<file path="src/crfss_consts.svh">
// constants and functional notes for the processor register file block
// Functional notes
// RQ1: eight general registers, thirty-two bits each
// RQ2: byte/word operands touch only low bits; dedicated register writes ignore the size
// RQ3: program counter holds current instruction start
// RQ4: program counter and frame pointer top byte zero
// RQ5: both stack pointers keep 24 bits only
// RQ6: stack select bit picks interrupt or user pointer
// RQ7: push predecrements active pointer by length
// RQ8: pop returns address then postincrements pointer
// RQ9: interrupt stack pointer marks its stack top
// RQ10: user stack pointer marks its stack top
// RQ11: frame pointer loaded on enter, restored exit
// RQ12: frame pointer equals saved old frame address
// RQ13: global base pointer locates module globals
// RQ14: sixteen registers: eight general, eight dedicated
// RQ15: pointers are 24 bits, flat 16 MB; the global base pointer is kept at 32 bits
// RQ16: interrupt or trap entry clears stack select
// RQ17: pointer writes keep bits 23 to 0; global base pointer writes keep all 32 bits
`ifndef CRFSS_CONSTS_SVH
`define CRFSS_CONSTS_SVH
`define CRFSS_DATA_W      32
`define CRFSS_PTR_W       24
`define CRFSS_NUM_GPR     8
`define CRFSS_ADDR_W      4
// register indices: 0..7 general, 8..15 dedicated
`define CRFSS_IDX_PC      4'h8
`define CRFSS_IDX_ISP     4'h9
`define CRFSS_IDX_USP     4'hA
`define CRFSS_IDX_FP      4'hB
`define CRFSS_IDX_GBP     4'hC
`define CRFSS_IDX_ASP     4'hD
`define CRFSS_IDX_STAT    4'hE
`define CRFSS_IDX_RSVD    4'hF
`define CRFSS_RST_VAL     32'h0000_0000
`define CRFSS_PTR_MASK    32'h00FF_FFFF
`define CRFSS_BYTE_MASK   32'h0000_00FF
`define CRFSS_WORD_MASK   32'h0000_FFFF
`define CRFSS_SIZE_BYTE   2'h0
`define CRFSS_SIZE_WORD   2'h1
`define CRFSS_SIZE_DWORD  2'h3
`endif

</file>
<file path="src/crfss_pkg.sv">
// types shared by the register file block
package crfss_pkg;
   // operand size encodings, length in bytes minus one
   typedef enum logic [1:0] {
      CRFSS_SZ_BYTE  = 2'h0,
      CRFSS_SZ_WORD  = 2'h1,
      CRFSS_SZ_DWORD = 2'h3
   } crfss_size_type;
endpackage : crfss_pkg

</file>
<file path="src/crfss_merge.sv">
// merge a partial-width operand into a 32-bit register value
`timescale 1ns/100ps
`include "crfss_consts.svh"
module crfss_merge
   import crfss_pkg::*;
(
   input  wire logic [31:0] i_old,    // current contents
   input  wire logic [31:0] i_new,    // operand as written
   input  wire logic [1:0]  i_size,   // operand size code
   output logic      [31:0] o_merged  // result to store
);
   logic [31:0] mask; // lanes that the operand reaches
   // narrow operands leave upper bits untouched
   always_comb begin
      case (i_size)
         `CRFSS_SIZE_BYTE: mask = `CRFSS_BYTE_MASK; // RQ2
         `CRFSS_SIZE_WORD: mask = `CRFSS_WORD_MASK; // RQ2
         default:          mask = ~`CRFSS_RST_VAL;
      endcase
      o_merged = (i_old & ~mask) | (i_new & mask);
   end
endmodule : crfss_merge

</file>
<file path="src/crfss_regfile.sv">
// programming-model register file with stack pointer selection
`timescale 1ns/100ps
`include "crfss_consts.svh"
module crfss_regfile
   import crfss_pkg::*;
(
   input  wire logic        i_clock,      // core clock
   input  wire logic        i_rstn,       // sync reset, active low
   // software register port
   input  wire logic [3:0]  i_addr,       // register index
   input  wire logic [31:0] i_wdata,      // write data
   input  wire logic [1:0]  i_wsize,      // write operand size
   input  wire logic        i_wr,         // write strobe
   input  wire logic        i_rd,         // read strobe
   output logic      [31:0] o_rdata,      // read data, cycle after i_rd
   // pipeline controls
   input  wire logic        i_pc_load,    // new instruction start
   input  wire logic [31:0] i_pc_value,   // its address
   input  wire logic        i_push,       // push request
   input  wire logic        i_pop,        // pop request
   input  wire logic [1:0]  i_stk_size,   // stack operand size
   input  wire logic        i_trap_entry, // interrupt or trap entry
   input  wire logic        i_sel_wr,     // load stack select bit
   input  wire logic        i_sel_value,  // its value
   input  wire logic        i_fp_load,    // enter/exit frame load
   output logic      [31:0] o_stack_addr, // address for stack access
   output logic             o_stack_sel,  // current stack select bit
   output logic      [31:0] o_pc         // current program counter
);
   ////////////////////////////////////////////////////////////////////
   // storage
   logic [31:0] gpr_ff [`CRFSS_NUM_GPR]; // general registers
   logic [23:0] pc_ff;                    // program counter
   logic [23:0] isp_ff;                   // interrupt stack pointer
   logic [23:0] usp_ff;                   // user stack pointer
   logic [23:0] fp_ff;                    // frame pointer
   logic [31:0] gbp_ff;                   // global base pointer
   logic        sel_ff;                   // stack select bit
   logic [31:0] merged;                   // partial write result
   logic [31:0] rd_mux;                   // read selection
   logic [23:0] act_sp;                   // active stack pointer
   logic [23:0] len;                      // stack operand length
   logic [23:0] nxt_sp;                   // pointer after push or pop
   logic        stk_op;                   // exactly one of push or pop this cycle
   logic        wr_sp;                    // software writes active sp

   // operand length in bytes from size code
   function automatic logic [23:0] size_len(input logic [1:0] s);
      size_len = {22'h0, s} + 24'h00_0001;
   endfunction : size_len

   // zero-extend a 24-bit pointer
   function automatic logic [31:0] ext(input logic [23:0] p);
      ext = {8'h00, p};
   endfunction : ext

   ////////////////////////////////////////////////////////////////////
   // partial-width merge on the addressed general register
   crfss_merge u_merge (
      .i_old    (gpr_ff[i_addr[2:0]]),
      .i_new    (i_wdata),
      .i_size   (i_wsize),
      .o_merged (merged)
   );

   // stack arithmetic
   always_comb begin
      act_sp = sel_ff ? usp_ff : isp_ff;                 // RQ6
      len    = size_len(i_stk_size);
      stk_op = i_push ^ i_pop;
      nxt_sp = i_push ? (act_sp - len) : (act_sp + len); // RQ7 RQ8
      wr_sp  = i_wr && (i_addr == `CRFSS_IDX_ASP);
   end

   ////////////////////////////////////////////////////////////////////
   // general registers, one generate slice each
   genvar g;
   generate
      for (g = 0; g < `CRFSS_NUM_GPR; g++) begin : g_gpr
         always_ff @(posedge i_clock) begin
            if (!i_rstn) begin
               gpr_ff[g] <= `CRFSS_RST_VAL;
            end else if (i_wr && i_addr == 4'(g)) begin
               gpr_ff[g] <= merged; // RQ1 RQ2
            end
         end
      end
   endgenerate

   // program counter, pipeline load wins over software write
   always_ff @(posedge i_clock) begin
      if (!i_rstn) begin
         pc_ff <= 24'h00_0000;
      end else if (i_pc_load) begin
         pc_ff <= i_pc_value[23:0]; // RQ3 RQ4
      end else if (i_wr && i_addr == `CRFSS_IDX_PC) begin
         pc_ff <= i_wdata[23:0]; // RQ17
      end
   end

   // stack select: trap entry clears, overriding explicit load
   always_ff @(posedge i_clock) begin
      if (!i_rstn) begin
         sel_ff <= 1'b0;
      end else if (i_trap_entry) begin
         sel_ff <= 1'b0; // RQ16
      end else if (i_sel_wr) begin
         sel_ff <= i_sel_value;
      end else if (i_wr && i_addr == `CRFSS_IDX_STAT) begin
         sel_ff <= i_wdata[0];
      end
   end

   // interrupt stack pointer; stack op beats software write
   always_ff @(posedge i_clock) begin
      if (!i_rstn) begin
         isp_ff <= 24'h00_0000;
      end else if (stk_op && !sel_ff) begin
         isp_ff <= nxt_sp; // RQ9 RQ7 RQ8
      end else if ((i_wr && i_addr == `CRFSS_IDX_ISP) || (wr_sp && !sel_ff)) begin
         isp_ff <= i_wdata[23:0]; // RQ5 RQ17
      end
   end

   // user stack pointer
   always_ff @(posedge i_clock) begin
      if (!i_rstn) begin
         usp_ff <= 24'h00_0000;
      end else if (stk_op && sel_ff) begin
         usp_ff <= nxt_sp; // RQ10 RQ7 RQ8
      end else if ((i_wr && i_addr == `CRFSS_IDX_USP) || (wr_sp && sel_ff)) begin
         usp_ff <= i_wdata[23:0]; // RQ5 RQ17
      end
   end

   // frame pointer: enter loads save address, exit loads restored value
   always_ff @(posedge i_clock) begin
      if (!i_rstn) begin
         fp_ff <= 24'h00_0000;
      end else if (i_fp_load) begin
         fp_ff <= i_wdata[23:0]; // RQ11 RQ12 RQ4
      end else if (i_wr && i_addr == `CRFSS_IDX_FP) begin
         fp_ff <= i_wdata[23:0]; // RQ17
      end
   end

   // global base pointer, full width kept as stored
   always_ff @(posedge i_clock) begin
      if (!i_rstn) begin
         gbp_ff <= `CRFSS_RST_VAL;
      end else if (i_wr && i_addr == `CRFSS_IDX_GBP) begin
         gbp_ff <= i_wdata; // RQ13
      end
   end

   ////////////////////////////////////////////////////////////////////
   // read decode over sixteen indices
   always_comb begin
      case (i_addr)
         `CRFSS_IDX_PC:   rd_mux = ext(pc_ff);  // RQ4
         `CRFSS_IDX_ISP:  rd_mux = ext(isp_ff); // RQ5
         `CRFSS_IDX_USP:  rd_mux = ext(usp_ff); // RQ5
         `CRFSS_IDX_FP:   rd_mux = ext(fp_ff);  // RQ4
         `CRFSS_IDX_GBP:  rd_mux = gbp_ff;
         `CRFSS_IDX_ASP:  rd_mux = ext(act_sp); // RQ6
         `CRFSS_IDX_STAT: rd_mux = {31'h0000_0000, sel_ff};
         `CRFSS_IDX_RSVD: rd_mux = `CRFSS_RST_VAL;
         default:         rd_mux = gpr_ff[i_addr[2:0]]; // RQ14
      endcase
   end

   // registered read data, valid only the cycle after the strobe
   always_ff @(posedge i_clock) begin
      if (!i_rstn) begin
         o_rdata <= `CRFSS_RST_VAL;
      end else begin
         o_rdata <= i_rd ? rd_mux : `CRFSS_RST_VAL;
      end
   end

   // stack access address: push uses new, pop uses old pointer
   always_ff @(posedge i_clock) begin
      if (!i_rstn) begin
         o_stack_addr <= `CRFSS_RST_VAL;
      end else if (stk_op) begin
         o_stack_addr <= ext(i_push ? nxt_sp : act_sp); // RQ7 RQ8 RQ15
      end
   end

   // mirrored status outputs
   always_ff @(posedge i_clock) begin
      if (!i_rstn) begin
         o_stack_sel <= 1'b0;
         o_pc        <= `CRFSS_RST_VAL;
      end else begin
         // same priority as the state flops, so the mirror never lags a status write
         o_stack_sel <= i_trap_entry ? 1'b0 :
                        (i_sel_wr ? i_sel_value :
                        ((i_wr && i_addr == `CRFSS_IDX_STAT) ? i_wdata[0] : sel_ff)); // RQ6 RQ16
         // software pc write must show on the mirror at the same edge
         o_pc        <= ext(i_pc_load ? i_pc_value[23:0] :
                        ((i_wr && i_addr == `CRFSS_IDX_PC) ? i_wdata[23:0] : pc_ff)); // RQ3 RQ4
      end
   end

   ////////////////////////////////////////////////////////////////////
   // checks
   property p_push_dec;
      @(posedge i_clock) disable iff (!i_rstn)
      (i_push && !i_pop && !i_trap_entry) |=> (o_stack_addr == ext($past(act_sp) - $past(len)));
   endproperty
   a_push_dec: assert property (p_push_dec) else $error("push address wrong"); // RQ7

   property p_pop_inc;
      @(posedge i_clock) disable iff (!i_rstn)
      (i_pop && !i_push && !sel_ff) |=> (isp_ff == $past(isp_ff) + $past(len));
   endproperty
   a_pop_inc: assert property (p_pop_inc) else $error("pop increment wrong"); // RQ8

   property p_trap_clear;
      @(posedge i_clock) disable iff (!i_rstn)
      i_trap_entry |=> !sel_ff ##0 !o_stack_sel;
   endproperty
   a_trap_clear: assert property (p_trap_clear) else $error("select not cleared"); // RQ16

   property p_read_top;
      @(posedge i_clock) disable iff (!i_rstn)
      (i_rd && i_addr inside {`CRFSS_IDX_PC, `CRFSS_IDX_FP, `CRFSS_IDX_ISP, `CRFSS_IDX_USP})
         |=> (o_rdata[31:24] == 8'h00);
   endproperty
   a_read_top: assert property (p_read_top) else $error("pointer top byte set"); // RQ4

   property p_byte_keep;
      @(posedge i_clock) disable iff (!i_rstn)
      (i_wr && !i_addr[3] && i_wsize == `CRFSS_SIZE_BYTE)
         |=> (gpr_ff[$past(i_addr[2:0])][31:8] == $past(gpr_ff[i_addr[2:0]][31:8]));
   endproperty
   a_byte_keep: assert property (p_byte_keep) else $error("upper bits changed"); // RQ2

   property p_sel_pick;
      @(posedge i_clock) disable iff (!i_rstn)
      (i_rd && i_addr == `CRFSS_IDX_ASP) |=> (o_rdata == ext($past(sel_ff) ? $past(usp_ff) : $past(isp_ff)));
   endproperty
   a_sel_pick: assert property (p_sel_pick) else $error("wrong stack selected"); // RQ6

   property p_pc_load;
      @(posedge i_clock) disable iff (!i_rstn)
      i_pc_load |=> (o_pc == ext($past(i_pc_value[23:0])));
   endproperty
   a_pc_load: assert property (p_pc_load) else $error("pc not loaded"); // RQ3

   property p_fp_load;
      @(posedge i_clock) disable iff (!i_rstn)
      i_fp_load |=> (fp_ff == $past(i_wdata[23:0]));
   endproperty
   a_fp_load: assert property (p_fp_load) else $error("frame pointer not loaded"); // RQ11

   property p_rd_idle;
      @(posedge i_clock) disable iff (!i_rstn)
      !i_rd |=> (o_rdata == `CRFSS_RST_VAL);
   endproperty
   a_rd_idle: assert property (p_rd_idle) else $error("read data without strobe"); // RQ14

   ////////////////////////////////////////////////////////////////////
   // further checks on pointers, mirrors and general register word writes
   // user stack pop moves the user pointer up by the operand length
   property p_usp_pop_inc;
      @(posedge i_clock) disable iff (!i_rstn)
      (i_pop && !i_push && sel_ff) |=> (usp_ff == $past(usp_ff) + $past(len));
   endproperty
   a_usp_pop_inc: assert property (p_usp_pop_inc) else $error("user pop increment wrong"); // RQ10

   // pop hands out the pointer as it stood before the increment
   property p_pop_addr;
      @(posedge i_clock) disable iff (!i_rstn)
      (i_pop && !i_push) |=> (o_stack_addr == ext($past(act_sp)));
   endproperty
   a_pop_addr: assert property (p_pop_addr) else $error("pop address wrong"); // RQ8

   // push and pop together is no stack operation
   property p_null_stack;
      @(posedge i_clock) disable iff (!i_rstn)
      (i_push && i_pop && !i_wr) |=> ($stable(isp_ff) && $stable(usp_ff));
   endproperty
   a_null_stack: assert property (p_null_stack) else $error("pointer moved on null op"); // RQ7

   // stack addresses never leave the 24-bit space
   property p_addr_top;
      @(posedge i_clock) disable iff (!i_rstn)
      (o_stack_addr[31:24] == 8'h00);
   endproperty
   a_addr_top: assert property (p_addr_top) else $error("stack address top byte set"); // RQ15

   // global base keeps the full word as written
   property p_gbp_full;
      @(posedge i_clock) disable iff (!i_rstn)
      (i_wr && i_addr == `CRFSS_IDX_GBP) |=> (gbp_ff == $past(i_wdata));
   endproperty
   a_gbp_full: assert property (p_gbp_full) else $error("global base not stored"); // RQ13

   // select output always matches the select flop
   property p_sel_mirror;
      @(posedge i_clock) disable iff (!i_rstn)
      (o_stack_sel == sel_ff);
   endproperty
   a_sel_mirror: assert property (p_sel_mirror) else $error("select output lags"); // RQ6

   // pc output always matches the pc flop
   property p_pc_mirror;
      @(posedge i_clock) disable iff (!i_rstn)
      (o_pc == ext(pc_ff));
   endproperty
   a_pc_mirror: assert property (p_pc_mirror) else $error("pc output lags"); // RQ3

   // software frame pointer write keeps only the low 24 bits
   property p_ptr_write;
      @(posedge i_clock) disable iff (!i_rstn)
      (i_wr && i_addr == `CRFSS_IDX_FP && !i_fp_load) |=> (fp_ff == $past(i_wdata[23:0]));
   endproperty
   a_ptr_write: assert property (p_ptr_write) else $error("pointer write wrong"); // RQ17

   // word operand leaves the upper half alone
   property p_word_keep;
      @(posedge i_clock) disable iff (!i_rstn)
      (i_wr && !i_addr[3] && i_wsize == `CRFSS_SIZE_WORD)
         |=> (gpr_ff[$past(i_addr[2:0])][31:16] == $past(gpr_ff[i_addr[2:0]][31:16]));
   endproperty
   a_word_keep: assert property (p_word_keep) else $error("upper half changed"); // RQ2

   c_push: cover property (@(posedge i_clock) disable iff (!i_rstn) i_push && sel_ff);
   c_pop:  cover property (@(posedge i_clock) disable iff (!i_rstn) i_pop && !sel_ff);
   c_trap: cover property (@(posedge i_clock) disable iff (!i_rstn) i_trap_entry && sel_ff);
   c_fp:   cover property (@(posedge i_clock) disable iff (!i_rstn) i_fp_load);
   c_stat: cover property (@(posedge i_clock) disable iff (!i_rstn) i_wr && i_addr == `CRFSS_IDX_STAT);
endmodule : crfss_regfile

</file>
<file path="config.mk">
export PLATFORM = sky130hd
export DESIGN_NAME = crfss_regfile
export DESIGN_NICKNAME = d
export VERILOG_FILES = /design/src/crfss_pkg.sv /design/src/crfss_merge.sv /design/src/crfss_regfile.sv
export VERILOG_INCLUDE_DIRS = /design/src
export SDC_FILE = /design/constraint.sdc
export NUM_CORES = 1
export LEC_CHECK = 0
export BUFFER_PORTS_ARGS = -buffer_cell sky130_fd_sc_hd__buf_2
export CORE_MARGIN = 8
export CORE_UTILIZATION = 33
export CTS_CLUSTER_DIAMETER = 30
export DETAILED_ROUTE_END_ITERATION = 6
export MAX_ROUTING_LAYER = met4
export PLACE_DENSITY_LB_ADDON = 0.05
export SLEW_MARGIN = 20
export SYNTH_ARGS = -nofsm -noshare
export SYNTH_HDL_FRONTEND = slang
export SYNTH_SLANG_ARGS = --single-unit
export TNS_END_PERCENT = 10
</file>
<file path="constraint.sdc">
create_clock -name i_clock -period 11 [get_ports i_clock]
set_clock_uncertainty 0.2 [all_clocks]
set_input_delay 2.2 -clock i_clock [delete_from_list [all_inputs] [get_ports i_clock]]
set_output_delay 2.2 -clock i_clock [all_outputs]
set_load 0.01 [all_outputs]
</file>
==> flow_metrics.py <==
metrics = {
    "routing": {
        "wire_per_inst_um": 24.99,
        "viasPerCell": 5.387,
        "drc_errors": 0,
        "routed_wl_um": 77060,
        "via_count": 16610,
        "drt-initial-drc-count": 1202,
        "drtAntennaViolNets": 0,
        "first_pass_iters": 5,
    },
    "critical_path": {
        "crit_end": "o_stack_addr[15]",
        "worstSetupStartpointType": "input port",
        "critical_path_class": "in2reg",
        "cp_cell_sequence": "buf_2 > a21o_1 > ha_1 > a21o_1 > a21oi_1 > nand2_1 > a21oi_2 > o221ai_1 > xnor2_1 > o22ai_1",
        "critPathMaxStageDelay_ns": 0.60,
        "required_ns": 11.30,
        "critPathCaptureType": "flop",
        "cp_slowest_cell": "a21o_1",
        "r2r-end": "isp_ff[22]",
        "rrSetupSlack_ns": 6.47,
        "regToRegStartpoint": "o_stack_sel",
        "worstSetupStartpoint": "i_push",
        "worstPathArrival_ns": 5.51,
        "worstPathMaxFanout": 17,
        "path_common_cell": "a21o_1",
        "r2r_cells": 11,
    },
    "grt": {
        "grt_pass1_wl_um": 115500,
        "gr-usage-met1_pct": 27.33,
        "antenna_found_initial": 1,
        "grt_pass1_vias": 17530,
        "busiest_layer": "met2",
        "grt_max_degree": 56,
        "met2_usage_pct": 33.88,
        "grt_overflow": 0,
        "groute.usage.overall_pct": 21.22,
        "gr-usage-met3_pct": 3.546,
    },
    "yosys": {
        "synthCells": 1954,
        "ys_types": 89,
        "postSynth.asyncResetShare_pct": 0,
        "synth-edff-count": 256,
        "synthesis.area_sq_mm": 0.02138,
        "ys_seq_elements": 441,
        "synth-seq-area-share_pct": 53.28,
        "avgSynthCellArea_sq_um": 10.94,
        "yosys_warnings": 0,
        "synthFlopType": "edfxtp_1",
    },
    "timing": {
        "setup_tns_ns": 0,
        "setup_violations": 0,
        "grt_setup_unrepaired": "false",
        "final.period_utilization_pct": 47.38,
        "max_freq_ghz": 0.1919,
        "period_minus_slack_ns": 5.212,
        "worst_pin_slew_ns": 1.089,
        "relSlewSlack_pct": 27.39,
        "finalHoldViolCount": 0,
        "finalMaxSlewViolations": 0,
    },
    "layout": {
        "fillers": 6198,
        "diodes": 0,
        "drive_gt1_share_pct": 27.41,
        "final_cell_mix": "nor2_1, edfxtp_1, nand2_1",
        "final_common_cell": "nor2_1",
        "syn2layout_area_growth_pct": 26.79,
        "design_area_sq_mm": 0.02711,
        "nets": 2240,
    },
    "clocking": {
        "htree_levels": 3,
        "cts_inserted_buffers": 120,
        "cts_num_sinks": 441,
        "cts_tree": "built",
        "clockBufferDepth": 3,
        "cts_resized": 0,
        "clock_latency_ns": 0.67,
        "postCtsHoldBufs": 0,
        "clk_pin_slew_ns": 0.04,
        "cts_setup_buffers": 0,
        "cts-root-buf": "clkbuf_16",
    },
    "placed_design": {
        "portBuffers": 155,
        "globalplace.congestion": 0.8748,
        "dp_hpwl_um": 47580,
        "placed_cell_area_sq_mm": 0.02307,
    },
    "run": {
        "maxCapViolCount": 0,
    },
    "hold_path": {
        "hold_path.class": "reg2reg",
    },
    "pwr": {
        "ir_worst_vdd_uv": 138.0,
        "cellInternalPower_mw": 4.412,
        "switching_share_pct": 25.55,
        "seqPwrFrac_pct": 31.7,
        "p_total_mw": 5.926,
        "clockPowerShare_pct": 57.4,
        "comb_power_share_pct": 10.9,
        "switching_power_mw": 1.514,
        "powerDensity_mw_per_mm2": 218.6,
        "cellLeakagePower_nw": 10.63,
    },
    "floorplan": {
        "core-area_sq_mm": 0.06423,
        "rows": 93,
        "num_io_pins": 180,
        "die-area_sq_mm": 0.07319,
        "die_y_um": 270.5,
        "start_util_pct": 33.28,
        "fp.dieW_um": 270.5,
    },
    "status": {
        "outcome": "completed",
    },
}
-- sequential cells by signal, indices dropped and copies added (netlist names) --
register      cells
gpr_ff          256
gbp_ff           32
o_rdata          32
fp_ff            24
isp_ff           24
o_pc             24
o_stack_addr     24
usp_ff           24
o_stack_sel       1
-- cells by family after synthesis --
group | share of synthesized area [%]
simple gates | 14.57
flops | 53.28
compound gates | 12.14
mux | 13.91
buf+inv | 3.605
fa+ha+maj | 1.674
xor+xnor | 0.8076
other cells | 0.01754
-- layer usage --
metal / vias up / share of wire [%] / wire (um)
met1: 8420 / 45 / 34680
met2: 518 / 48 / 36640
met4: 0 / 2.5 / 1956
li1: 7551 / - / -
met5: - / 0 / 0
met3: 123 / 4.9 / 3777
-- critical path: cells and delay by family --
| kind | cells | cell delay [ns] |
|---|---|---|
| AND/OR/NAND/NOR | 1 | 0.17 |
| adder cells (fa/ha/maj) | 1 | 0.41 |
| AO/OA/AOI/OAI | 6 | 1.87 |
| XOR/XNOR | 1 | 0.50 |
| buffers and inverters | 1 | 0.37 |
-- worst min-delay path by stage --
| stage | from | end | slack (ns) | cells after the start |
|---|---|---|---|---|
| 3_5_place_dp | fp_ff[16] | fp_ff[16] | 0.25 | 2 |
| 3_3_place_gp | fp_ff[16] | fp_ff[16] | 0.24 | 2 |
| 4_1_cts | o_stack_addr[7] | o_stack_addr[7] | 0.25 | 2 |
| 5_1_grt | o_stack_addr[8] | o_stack_addr[8] | 0.26 | 2 |
| 6_report | o_stack_addr[7] | o_stack_addr[7] | 0.25 | 2 |
| 2_1_floorplan | fp_ff[16] | fp_ff[16] | 0.23 | 2 |
-- through the flow --
step / setup slack, ns / util [%] / instances / hold slack (ns)
5_1_grt: 5.656 / 42.20 / 3084 / 0.2646
4_1_cts: 5.937 / 42.20 / 3084 / 0.2494
3_3_place_gp: 5.193 / 35.91 / 2862 / 0.2363
3_5_place_dp: 5.239 / 35.91 / 2862 / 0.2452
2_1_floorplan: 5.291 / - / 1969 / 0.2284
6_report: 5.788 / 42.20 / 3084 / 0.2467
-- power by group through the flow --
stage	registers [mW]	logic [mW]	clock network (mW)
after floorplan	1.91	0.416	0
after global placement	1.90	0.646	0
after detailed placement	1.91	0.647	0
after CTS	1.88	0.650	3.45
after global routing	1.89	0.701	3.56
final	1.88	0.644	3.40
-- synth_stat cells, types with 26 or more instances --
library cell	instances	area share, %
and3_1	53	1.6
a22oi_1	69	2.4
mux2i_1	40	1.9
nand3_1	57	1.3
clkbuf_1	100	1.8
a21oi_1	133	3.1
o21ai_0	26	0.61
mux4_2	64	6.7
edfxtp_1	256	36
buf_2	28	0.66
nor2_1	309	5.4
ha_1	27	1.6
mux2_2	67	3.5
nand2_1	215	3.8
dfxtp_1	185	17
-- final cells by class --
type                            count  area, sq um  share of cell area [%]
Clock inverter                     63        690.7                   2.548
Tap cell                          855         1070                   3.946
Multi-Input combinational cell   1351         9420                   34.75
Sequential cell                   441        11390                   42.02
Inverter                           13        51.30                  0.1892
Timing Repair Buffer              202         1134                   4.182
Clock buffer                      159         3351                   12.36
No activity file was read; power rests on OpenSTA's default activity.
